===== config.mk =====
export PLATFORM = sky130hd
export DESIGN_NAME = bcg_glue
export DESIGN_NICKNAME = d
export VERILOG_FILES = /design/src/bcg_pkg.sv /design/src/bcg_glue.sv /design/src/bcg_uart_tx.sv
export SDC_FILE = /design/constraint.sdc
export NUM_CORES = 1
export LEC_CHECK = 0
export BUFFER_PORTS_ARGS = -buffer_cell sky130_fd_sc_hd__buf_2
export CAP_MARGIN = 40
export CORE_MARGIN = 2
export CORE_UTILIZATION = 31
export DETAILED_ROUTE_END_ITERATION = 16
export HOLD_SLACK_MARGIN = 0.02
export MAX_ROUTING_LAYER = met4
export SYNTH_ARGS = -nofsm -noshare
export SYNTH_HDL_FRONTEND = slang
export SYNTH_HIERARCHICAL = 1
export SYNTH_SLANG_ARGS = --single-unit

===== constraint.sdc =====
create_clock -name ref_clk -period 4.9 [get_ports ref_clk]
set_input_delay 0.245 -clock ref_clk [delete_from_list [all_inputs] [get_ports ref_clk]]
set_output_delay 0.245 -clock ref_clk [all_outputs]
set_load 0.01 [all_outputs]

===== src/bcg_pkg.sv =====
// constants and types for the converter-to-serial glue
package bcg_pkg;
	localparam int          CLK_HZ       = 20_000_000;
	localparam int          BAUD_BPS     = 9600;
	localparam logic [15:0] BAUD_DIV_RST = 16'(CLK_HZ / BAUD_BPS);
	localparam int          DATA_W       = 16;
	localparam int          ADDR_W       = 3;

	// register word indices
	localparam logic [2:0] OFS_CTRL     = 3'h0;
	localparam logic [2:0] OFS_STATUS   = 3'h1;
	localparam logic [2:0] OFS_IRQ_STAT = 3'h2;
	localparam logic [2:0] OFS_IRQ_EN   = 3'h3;
	localparam logic [2:0] OFS_IRQ_CLR  = 3'h4;
	localparam logic [2:0] OFS_MSD      = 3'h5;
	localparam logic [2:0] OFS_BAUD     = 3'h6;

	// control bits
	localparam int         CTRL_COMPLEX = 0;
	localparam int         CTRL_RUN     = 1;
	localparam int         CTRL_HOLD    = 2;
	localparam logic [2:0] CTRL_RST     = 3'h2;

	// interrupt bits
	localparam int         IRQ_WORD = 0;
	localparam int         IRQ_READ = 1;
	localparam int         IRQ_OVR  = 2;
	localparam int         IRQ_CMD  = 3;
	localparam int         IRQ_LOST = 4;
	localparam int         IRQ_W    = 5;

	// digit prefixes, top digit first
	localparam int          DIGITS    = 5;
	localparam logic [3:0]  PFX_D5    = 4'h0;
	localparam logic [3:0]  PFX_D4    = 4'h8;
	localparam logic [3:0]  PFX_D3    = 4'h4;
	localparam logic [3:0]  PFX_D2    = 4'hC;
	localparam logic [3:0]  PFX_D1    = 4'h2;
	localparam logic [19:0] PFX_TABLE = {PFX_D5, PFX_D4, PFX_D3, PFX_D2, PFX_D1};

	// flag positions inside the top digit nibble
	localparam int MSD_POL = 1;
	localparam int MSD_OVR = 2;
	localparam int MSD_UND = 3;

	// serial frame: 8 data bits then parity, then stop
	localparam logic [3:0] RX_LAST_BIT = 4'h8;
	localparam logic [3:0] TX_LAST_BIT = 4'hA;

	typedef enum logic [3:0] {
		RX_IDLE  = 4'h1,
		RX_START = 4'h2,
		RX_BITS  = 4'h4,
		RX_STOP  = 4'h8
	} bcg_rx_st_t;

	typedef enum logic [1:0] {
		TX_IDLE = 2'h1,
		TX_SEND = 2'h2
	} bcg_tx_st_t;
endpackage


===== src/bcg_glue.sv =====
// glue between the multiplexed bcd converter and a serial link
//
// Local design decisions: the address-and-strobe port and the address map.
module bcg_glue (
	input  wire logic                       ref_clk,              // system clock
	input  wire logic                       sys_rst,              // async reset, high
	input  wire logic [bcg_pkg::ADDR_W-1:0] reg_addr,             // register index
	input  wire logic [bcg_pkg::DATA_W-1:0] reg_wdata,            // write data
	input  wire logic                       reg_wr,               // write strobe
	input  wire logic                       reg_rd,               // read strobe
	output logic      [bcg_pkg::DATA_W-1:0] reg_rdata,            // read data, next cycle
	output logic                            irq,                  // level interrupt
	input  wire logic                       strobe_n,             // converter strobe, low
	input  wire logic                       conv_busy,            // converter integrating
	input  wire logic                       polarity,             // 1 positive reading
	input  wire logic                       overrange,            // over range flag
	input  wire logic                       underrange,           // under range flag
	input  wire logic                       top_digit_select,     // most significant digit
	input  wire logic [3:0]                 digit_select,         // lower digits, [0] lowest
	input  wire logic                       bcd_weight_one,       // bcd bit 1
	input  wire logic                       bcd_weight_two,       // bcd bit 2
	input  wire logic                       bcd_weight_four,      // bcd bit 4
	input  wire logic                       bcd_weight_eight,     // bcd bit 8
	output logic                            run_hold,             // 1 run, 0 hold
	input  wire logic                       serial_receive_input, // serial command line
	output logic                            serial_tx_out         // serial data out
);
	localparam int SYNC_W = 15;
	// strobe and serial line reset to their idle high level, so no false edge
	localparam logic [SYNC_W-1:0] SYNC_RST = 15'h4001;

	////////////////////////////////////////////////////////////////////////////////
	// input synchronisers

	logic [SYNC_W-1:0] raw, meta_r, sync_r;
	assign raw = {serial_receive_input, bcd_weight_eight, bcd_weight_four,
		bcd_weight_two, bcd_weight_one, top_digit_select, digit_select,
		underrange, overrange, polarity, conv_busy, strobe_n};

	genvar gi;
	generate
		for (gi = 0; gi < SYNC_W; gi++)
		begin : g_sync
			always_ff @(posedge ref_clk or posedge sys_rst)
			begin
				if (sys_rst)
				begin
					meta_r[gi] <= SYNC_RST[gi];
					sync_r[gi] <= SYNC_RST[gi];
				end
				else
				begin
					meta_r[gi] <= raw[gi];
					sync_r[gi] <= meta_r[gi];
				end
			end
		end
	endgenerate

	logic       s_strb_n, s_busy, s_pol, s_ovr, s_und, s_rx;
	logic [4:0] s_dsel;
	logic [3:0] s_bcd;
	assign s_strb_n = sync_r[0];
	assign s_busy   = sync_r[1];
	assign s_pol    = sync_r[2];
	assign s_ovr    = sync_r[3];
	assign s_und    = sync_r[4];
	assign s_dsel   = sync_r[9:5];
	assign s_bcd    = sync_r[13:10];
	assign s_rx     = sync_r[14];

	////////////////////////////////////////////////////////////////////////////////
	// command receiver

	bcg_pkg::bcg_rx_st_t rx_st_r, rx_st_nxt;
	logic [15:0] rx_cnt_r, rx_cnt_nxt;
	logic [3:0]  rx_bit_r, rx_bit_nxt;
	logic [8:0]  rx_sh_r, rx_sh_nxt;
	logic        rx_done;
	logic [15:0] baud_r, baud_nxt;

	always_comb
	begin
		rx_st_nxt  = rx_st_r;
		rx_cnt_nxt = rx_cnt_r;
		rx_bit_nxt = rx_bit_r;
		rx_sh_nxt  = rx_sh_r;
		rx_done    = 1'b0;
		unique case (rx_st_r)
			bcg_pkg::RX_IDLE:
				if (!s_rx)
				begin
					rx_cnt_nxt = {1'b0, baud_r[15:1]};
					rx_st_nxt  = bcg_pkg::RX_START;
				end
			bcg_pkg::RX_START:
				if (rx_cnt_r != 16'h0000)
					rx_cnt_nxt = rx_cnt_r - 16'h0001;
				else if (s_rx)
					rx_st_nxt = bcg_pkg::RX_IDLE;
				else
				begin
					rx_cnt_nxt = baud_r - 16'h0001;
					rx_bit_nxt = 4'h0;
					rx_st_nxt  = bcg_pkg::RX_BITS;
				end
			bcg_pkg::RX_BITS:
				if (rx_cnt_r != 16'h0000)
					rx_cnt_nxt = rx_cnt_r - 16'h0001;
				else
				begin
					rx_sh_nxt  = {s_rx, rx_sh_r[8:1]};
					rx_bit_nxt = rx_bit_r + 4'h1;
					rx_cnt_nxt = baud_r - 16'h0001;
					if (rx_bit_r == bcg_pkg::RX_LAST_BIT)
						rx_st_nxt = bcg_pkg::RX_STOP;
				end
			bcg_pkg::RX_STOP:
				if (rx_cnt_r != 16'h0000)
					rx_cnt_nxt = rx_cnt_r - 16'h0001;
				else
				begin
					rx_done   = s_rx;
					rx_st_nxt = bcg_pkg::RX_IDLE;
				end
			default: rx_st_nxt = bcg_pkg::RX_IDLE;
		endcase
	end

	always_ff @(posedge ref_clk or posedge sys_rst)
	begin
		if (sys_rst)
		begin
			rx_st_r  <= bcg_pkg::RX_IDLE;
			rx_cnt_r <= 16'h0000;
			rx_bit_r <= 4'h0;
			rx_sh_r  <= 9'h000;
		end
		else
		begin
			rx_st_r  <= rx_st_nxt;
			rx_cnt_r <= rx_cnt_nxt;
			rx_bit_r <= rx_bit_nxt;
			rx_sh_r  <= rx_sh_nxt;
		end
	end

	////////////////////////////////////////////////////////////////////////////////
	// word builder and converter control

	logic [2:0]              ctrl_r, ctrl_nxt;
	logic [bcg_pkg::IRQ_W-1:0] irq_en_r, irq_en_nxt, irq_st_r, irq_st_nxt, irq_ev, irq_clr;
	logic [7:0]  hold_r, hold_nxt, msd_r, msd_nxt;
	logic        pend_r, pend_nxt, cmd_r, cmd_nxt, rxpos_r, rxpos_nxt;
	logic        run_r, run_nxt, irq_r, irq_nxt;
	logic        strb_prev_r, busy_prev_r;
	logic [2:0]  wcnt_r, wcnt_nxt;
	logic        strobe_fall, busy_rise, complex_mode, tx_busy, tx_load;
	logic [3:0]  pfx, nib;
	logic [7:0]  word;

	assign complex_mode = ctrl_r[bcg_pkg::CTRL_COMPLEX];
	assign strobe_fall  = strb_prev_r & ~s_strb_n;
	assign busy_rise    = s_busy & ~busy_prev_r;
	assign tx_load      = pend_r & ~tx_busy;
	assign irq_clr      = (reg_wr && reg_addr == bcg_pkg::OFS_IRQ_CLR) ?
		reg_wdata[bcg_pkg::IRQ_W-1:0] : '0;

	always_comb
	begin
		pfx = bcg_pkg::PFX_D5;
		for (int i = 0; i < bcg_pkg::DIGITS; i++)
			if (s_dsel[i])
				pfx = bcg_pkg::PFX_TABLE[i*4 +: 4];
		nib = s_bcd;
		// top digit never exceeds 1, so the upper weights carry the flags
		if (complex_mode && s_dsel[4])
		begin
			nib[bcg_pkg::MSD_POL] = s_pol;
			nib[bcg_pkg::MSD_OVR] = s_ovr;
			nib[bcg_pkg::MSD_UND] = s_und;
		end
		word = {pfx, nib};
	end

	always_comb
	begin
		hold_nxt  = hold_r;
		pend_nxt  = pend_r;
		msd_nxt   = msd_r;
		wcnt_nxt  = wcnt_r;
		irq_ev    = '0;
		if (tx_load)
		begin
			pend_nxt                 = 1'b0;
			irq_ev[bcg_pkg::IRQ_WORD] = 1'b1;
		end
		if (strobe_fall)
		begin
			wcnt_nxt = s_dsel[4] ? 3'h1 : wcnt_r + 3'h1;
			if (wcnt_nxt == 3'(bcg_pkg::DIGITS))
				irq_ev[bcg_pkg::IRQ_READ] = 1'b1;
			if (s_dsel[4] && s_ovr)
				irq_ev[bcg_pkg::IRQ_OVR] = 1'b1;
			// an unsent byte is never overwritten; the newer word is dropped
			if (pend_r && !tx_load)
				irq_ev[bcg_pkg::IRQ_LOST] = 1'b1;
			else
			begin
				hold_nxt = word;
				pend_nxt = 1'b1;
			end
			if (s_dsel[4])
				msd_nxt = word;
		end
		cmd_nxt = cmd_r;
		if (busy_rise)
			cmd_nxt = 1'b0;
		rxpos_nxt = rxpos_r;
		if (rx_done && complex_mode)
		begin
			cmd_nxt                  = 1'b1;
			rxpos_nxt                = ~^rx_sh_r;
			irq_ev[bcg_pkg::IRQ_CMD] = 1'b1;
		end
		run_nxt = ~ctrl_r[bcg_pkg::CTRL_HOLD] &
			(complex_mode ? cmd_nxt : ctrl_r[bcg_pkg::CTRL_RUN]);
		irq_st_nxt = (irq_st_r & ~irq_clr) | irq_ev;
		irq_nxt    = |(irq_st_nxt & irq_en_r);
	end

	always_ff @(posedge ref_clk or posedge sys_rst)
	begin
		if (sys_rst)
		begin
			hold_r      <= 8'h00;
			pend_r      <= 1'b0;
			msd_r       <= 8'h00;
			wcnt_r      <= 3'h0;
			cmd_r       <= 1'b0;
			rxpos_r     <= 1'b0;
			run_r       <= 1'b0;
			irq_st_r    <= '0;
			irq_r       <= 1'b0;
			strb_prev_r <= 1'b1;
			busy_prev_r <= 1'b0;
		end
		else
		begin
			hold_r      <= hold_nxt;
			pend_r      <= pend_nxt;
			msd_r       <= msd_nxt;
			wcnt_r      <= wcnt_nxt;
			cmd_r       <= cmd_nxt;
			rxpos_r     <= rxpos_nxt;
			run_r       <= run_nxt;
			irq_st_r    <= irq_st_nxt;
			irq_r       <= irq_nxt;
			strb_prev_r <= s_strb_n;
			busy_prev_r <= s_busy;
		end
	end

	assign run_hold = run_r;
	assign irq      = irq_r;

	bcg_uart_tx #(
		.DIV_W (16)
	) u_tx (
		.ref_clk            (ref_clk),
		.sys_rst            (sys_rst),
		.load               (tx_load),
		.data               (hold_r),
		.even_parity_select (s_pol),
		.divisor            (baud_r),
		.busy               (tx_busy),
		.txd                (serial_tx_out)
	);

	////////////////////////////////////////////////////////////////////////////////
	// register port

	logic [bcg_pkg::DATA_W-1:0] rdata_r, rdata_nxt;

	always_comb
	begin
		ctrl_nxt   = ctrl_r;
		irq_en_nxt = irq_en_r;
		baud_nxt   = baud_r;
		rdata_nxt  = '0;
		if (reg_wr)
		begin
			unique case (reg_addr)
				bcg_pkg::OFS_CTRL:   ctrl_nxt   = reg_wdata[2:0];
				bcg_pkg::OFS_IRQ_EN: irq_en_nxt = reg_wdata[bcg_pkg::IRQ_W-1:0];
				// a divisor below 4 cannot frame a bit; clamp it
				bcg_pkg::OFS_BAUD:   baud_nxt   = (reg_wdata < 16'h0004) ? 16'h0004 : reg_wdata;
				default:             ;
			endcase
		end
		if (reg_rd)
		begin
			unique case (reg_addr)
				bcg_pkg::OFS_CTRL:     rdata_nxt[2:0] = ctrl_r;
				bcg_pkg::OFS_STATUS:   rdata_nxt[10:0] = {wcnt_r, 1'b0, s_busy, s_und,
					s_ovr, s_pol, rxpos_r, cmd_r, pend_r | tx_busy};
				bcg_pkg::OFS_IRQ_STAT: rdata_nxt[bcg_pkg::IRQ_W-1:0] = irq_st_r;
				bcg_pkg::OFS_IRQ_EN:   rdata_nxt[bcg_pkg::IRQ_W-1:0] = irq_en_r;
				bcg_pkg::OFS_MSD:      rdata_nxt[7:0] = msd_r;
				bcg_pkg::OFS_BAUD:     rdata_nxt = baud_r;
				default:               rdata_nxt = '0;
			endcase
		end
	end

	always_ff @(posedge ref_clk or posedge sys_rst)
	begin
		if (sys_rst)
		begin
			ctrl_r   <= bcg_pkg::CTRL_RST;
			irq_en_r <= '0;
			baud_r   <= bcg_pkg::BAUD_DIV_RST;
			rdata_r  <= '0;
		end
		else
		begin
			ctrl_r   <= ctrl_nxt;
			irq_en_r <= irq_en_nxt;
			baud_r   <= baud_nxt;
			rdata_r  <= rdata_nxt;
		end
	end

	assign reg_rdata = rdata_r;
endmodule


===== src/bcg_uart_tx.sv =====
// serial transmitter: start, 8 data lsb first, parity, stop
module bcg_uart_tx #(
	parameter int DIV_W = 16
) (
	input  wire logic             ref_clk,            // system clock
	input  wire logic             sys_rst,            // async reset, high
	input  wire logic             load,               // take data this cycle
	input  wire logic [7:0]       data,               // byte to send
	input  wire logic             even_parity_select, // 1 even, 0 odd
	input  wire logic [DIV_W-1:0] divisor,            // clocks per bit
	output logic                  busy,               // frame in progress
	output logic                  txd                 // serial line
);
	generate
		if (DIV_W < 4)
		begin : g_chk
			$error("divisor too narrow");
		end
	endgenerate

	bcg_pkg::bcg_tx_st_t st_r, st_nxt;
	logic [9:0]       frame_r, frame_nxt;
	logic [DIV_W-1:0] cnt_r, cnt_nxt;
	logic [3:0]       bit_r, bit_nxt;
	logic             txd_r, txd_nxt;
	logic             par;

	// parity is frozen into the frame at load time
	assign par  = even_parity_select ? ^data : ~^data;
	assign busy = (st_r == bcg_pkg::TX_SEND);
	assign txd  = txd_r;

	always_comb
	begin
		st_nxt    = st_r;
		frame_nxt = frame_r;
		cnt_nxt   = cnt_r;
		bit_nxt   = bit_r;
		txd_nxt   = txd_r;
		unique case (st_r)
			bcg_pkg::TX_IDLE:
			begin
				txd_nxt = 1'b1;
				if (load)
				begin
					frame_nxt = {1'b1, par, data};
					txd_nxt   = 1'b0;
					cnt_nxt   = divisor - 1'b1;
					bit_nxt   = 4'h0;
					st_nxt    = bcg_pkg::TX_SEND;
				end
			end
			bcg_pkg::TX_SEND:
			begin
				if (cnt_r != '0)
					cnt_nxt = cnt_r - 1'b1;
				else if (bit_r == bcg_pkg::TX_LAST_BIT)
					st_nxt = bcg_pkg::TX_IDLE;
				else
				begin
					txd_nxt   = frame_r[0];
					frame_nxt = {1'b1, frame_r[9:1]};
					bit_nxt   = bit_r + 4'h1;
					cnt_nxt   = divisor - 1'b1;
				end
			end
			default: st_nxt = bcg_pkg::TX_IDLE;
		endcase
	end

	always_ff @(posedge ref_clk or posedge sys_rst)
	begin
		if (sys_rst)
		begin
			st_r    <= bcg_pkg::TX_IDLE;
			frame_r <= 10'h3FF;
			cnt_r   <= '0;
			bit_r   <= 4'h0;
			txd_r   <= 1'b1;
		end
		else
		begin
			st_r    <= st_nxt;
			frame_r <= frame_nxt;
			cnt_r   <= cnt_nxt;
			bit_r   <= bit_nxt;
			txd_r   <= txd_nxt;
		end
	end
endmodule


==> Implementation_results.wiki <==
{| class="wikitable"
! Metric !! Value
|-
| Status || finished, final reports clean
|-
| Chip Width || 167.7 um
|-
| Die Footprint || 28130 um^2
|-
| Start of the worst register-to-register path || rx_cnt_r[0]
|-
| Number of input and output port buffers inserted || 56
|-
| Number of synthesis warnings || 6
|-
| Final Hold Violating Endpoints || 0
|-
| Number of antenna violations at the first check in global routing || 1
|-
| Worst Skew || 0.01311 ns
|-
| Clock network fraction of total power || 0.282
|-
| Sequential cell fraction of total power || 0.425
|-
| Start point of the worst hold path || reg_wdata[8]
|-
| Launching element of the worst setup path || rx_cnt_r[0]
|-
| Maximum buffer depth of the clock tree || 2
|-
| Cell with the most instances after synthesis || sky130_fd_sc_hd__dfrtp_1
|-
| Required arrival time at the worst endpoint || 5.27 ns
|-
| Per-cell via count in the routed design || 5.151
|-
| Post-detail-place hpwl || 14.35 mm
|-
| Max-slew violation count || 0
|-
| Top cell type by total area after synthesis || sky130_fd_sc_hd__dfrtp_1
|-
| Number of nets with antenna violations after routing || 0
|-
| Final Routed Wirelength || 20.34 mm
|-
| Remaining Overflow, GRT || 0
|-
| Max VDD drop || 219.7 uV
|-
| Worst reg2reg endpoint || rx_cnt_r[8]
|-
| Tightest Pin Transition || 0.8617 ns
|-
| Floorplan core area || 26210 um^2
|-
| Arrival time worst endpoint || 3.44 ns
|-
| TritonCTS clock tree || done
|-
| Tcrit/Tclk final || 0.6266
|-
| Top cell type's share of synthesized area || 0.4276
|-
| Vias in the first global route || 6119
|-
| Switching power || 0.001822 W
|-
| Post-layout min period || 3.070 ns
|-
| Reg2reg setup slack || 1.83 ns
|-
| Pwr dens || 494.0 nW/um^2
|-
| Synth top cells by count || sky130_fd_sc_hd__dfrtp_1 (142), sky130_fd_sc_hd__nand2_1 (76), sky130_fd_sc_hd__nor2_1 (68), sky130_fd_sc_hd__o21ai_0 (51), sky130_fd_sc_hd__a21oi_1 (44)
|-
| Share of cells above drive strength 1 || 0.1911
|-
| Primary FF master, synth || sky130_fd_sc_hd__dfrtp_1
|-
| Seq/Total Area, Yosys || 0.4972
|-
| Remaining max-slew budget at the tightest pin || 0.4255
|-
| Post-synth EDFFs || 0
|-
| Max Cap Viol || 0
|-
| Clock net sink count || 164
|-
| Final hold slack || 0.05604 ns
|-
| Setup slack at placement || 1.874 ns
|-
| Crit Path Class || flip-flop to flip-flop
|-
| Residual DRC || 0
|-
| First-pass GRT wire length || 33.04 mm
|-
| GPL Wtd Cong || 0.9056
|-
| P_leak || 4.151 nW
|-
| Startpoint kind of the worst setup timing path || flip-flop
|-
| Largest net degree at the start of global routing || 92
|-
| Xor and xnor area share after synthesis || 0.05481
|-
| Effective utilization at floorplan || 0.3171
|-
| Internal Dissipation || 0.002969 W
|-
| Comb power frac || 0.293
|-
| Post-synthesis cell type count || 73
|-
| Synthesized-area fraction occupied by ao, oa, aoi and oai cells || 0.1427
|-
| Biggest fanout along the worst timing path || 22
|-
| Number of I/O pins || 57
|-
| H-tree level count || 4
|-
| Per-cell routed wire length || 16.52 um
|-
| Type of the worst min-delay path || primary input to flip-flop
|-
| DR vias || 6341
|-
| Portion of netlist area occupied by mux cells || 0.07454
|-
| Syn Area/Cell || 10.12 um^2
|-
| Switching share of total power || 0.3804
|-
| Post-synth design cell area || 8309 um^2
|-
| F_max || 0.3257 GHz
|-
| Library cell used as clock root buffer || sky130_fd_sc_hd__clkbuf_16
|-
| Basic-gate share of the synthesized area counting and, or, nand and nor cells || 0.1780
|-
| CP Capture Type || flip-flop
|-
| Number of cells traversed by the worst hold path || 2
|-
| DR pass1 iterations || 5
|-
| Unrepaired setup endpoints after global routing || false
|-
| Layout overhead on the synthesized area || 16.73%
|-
| Async set or reset register ratio after synthesis || 1.000
|-
| Number of buffers inserted during clock tree synthesis || 17
|-
| Number of violations reported at the end of detailed-routing iteration 0 || 498
|-
| Cell depth of the worst flop-to-flop path || 9
|-
| Clock input transition at the sequential cells of the worst setup and hold paths || 0.07 ns
|-
| GRT Util Overall || 0.1540
|-
| Top cells by area, synth || sky130_fd_sc_hd__dfrtp_1 (43%), sky130_fd_sc_hd__dfstp_2 (7.0%), sky130_fd_sc_hd__mux2_2 (4.7%)
|-
| Post-synthesis instance total || 821
|-
| Net count of the finished layout || 933
|-
| Number of endpoints failing setup at the final stage || 0
|-
| Number of standard-cell rows in the floorplan || 59
|-
| Final worst-path setup slack || 1.830 ns
|-
| Area share of fa/ha/maj cells after synthesis || 0.01958
|-
| Flops & latches, synth || 164
|-
| Total negative slack for setup checks || 0 ns
|-
| Vertical die dimension || 167.7 um
|-
| Clock latency on the worst-skew pair || 0.44 ns
|-
| Main combinational cell family by area after synthesis || simple AND/OR/NAND/NOR gates
|-
| Sink of the worst hold path || baud_r[8]
|}
-- placed cells by master (no fill, tap or decap), drive strengths merged, types with 6 or more instances in the layout --
cell,instances
nand3,14
nand2,77
a22o,7
nor2b,15
a221oi,8
a22oi,11
nand2b,8
dfstp,22
nor3b,6
mux2,35
or3,7
a31oi,6
nor3,27
nor2,68
a21oi,45
xor2,26
xnor2,26
and2,10
buf,64
ha,13
nor4,16
mux2i,18
dlygate4sd3,16
o21ai,66
inv,35
dfrtp,142
or4,10
clkbuf,17
-- per-stage QoR --
step           instances  utilization  cell area (um^2)  total power, W
3_5_place_dp        1182       0.3408              8932        0.003437
4_1_cts             1230       0.3700              9697        0.004817
3_3_place_gp        1178       0.3386              8875        0.003396
5_1_grt             1231       0.3701              9699        0.005119
6_report            1231       0.3701              9699        0.004791
2_1_floorplan        822            -              8313        0.003079
-- worst max-delay path: stages, from the launching register on --
cell,delay [ns]
sky130_fd_sc_hd__dfrtp_1,0.41
sky130_fd_sc_hd__inv_1,0.11
sky130_fd_sc_hd__ha_1,0.14
sky130_fd_sc_hd__nor4b_1,0.37
sky130_fd_sc_hd__and4_1,0.63
sky130_fd_sc_hd__o22ai_1,0.17
sky130_fd_sc_hd__a221o_1,0.51
sky130_fd_sc_hd__inv_2,0.36
sky130_fd_sc_hd__a221oi_1,0.09
sky130_fd_sc_hd__a21oi_1,0.18
-- state kept, by name (all words and copies together) (netlist names), 9 cells and up --
| signal | cells |
|---|---|
| rx_cnt_r | 16 |
| reg_rdata | 16 |
| u_tx/cnt_r | 16 |
| u_tx/frame_r | 9 |
| meta_r | 15 |
| rx_sh_r | 9 |
| baud_r | 16 |
-- cell families after synthesis --
group	count (synthesis)
adder cells (fa/ha/maj)	13
XOR/XNOR	52
buffers and inverters	64
AO/OA/AOI/OAI	186
other	1
flip-flops	164
multiplexers	55
AND/OR/NAND/NOR	286
-- worst max path at each step --
stage | end | slack (ns) | depth (start not counted)
2_1_floorplan | baud_r[10] | 1.15 | 1
3_3_place_gp | rx_cnt_r[8] | 1.96 | 9
3_5_place_dp | rx_cnt_r[8] | 1.87 | 9
4_1_cts | rx_cnt_r[8] | 1.85 | 9
5_1_grt | rx_cnt_r[8] | 1.58 | 9
6_report | rx_cnt_r[8] | 1.83 | 9
-- power groups by stage --
stage	registers, W	logic, W	clock network (W)
3_5_place_dp	0.00205	0.00139	0
3_3_place_gp	0.00204	0.00135	0
2_1_floorplan	0.00192	0.00116	0
5_1_grt	0.00208	0.00159	0.00145
6_report	0.00204	0.00141	0.00135
4_1_cts	0.00203	0.00140	0.00139
-- timing repair --
item | in CTS | in global routing
resized for setup | 0 | 0
hold buffers | 16 | 0
endpoints found under the hold margin | 89 | 0
setup buffers | 0 | 0
-- layer usage --
layer	GRT usage	wire length, um	up-vias
li1	-	-	3061
met1	0.2092	9934	3090
met2	0.2270	9049	160
met3	0.02765	757	30
met4	0.06465	594	0
met5	-	0	-
-- area by class of cell --
type	instances	area, um^2
repair buffers	80	528.0
clock buffers	17	425.4
well taps	335	419.2
multi-input cells	594	3915
inverters	25	98.84
flip-flops and latches	164	4131
diodes	1	2.502
clock inverters	15	178.9
fillers	2590	16510
Power figures use the tool's default switching activity.
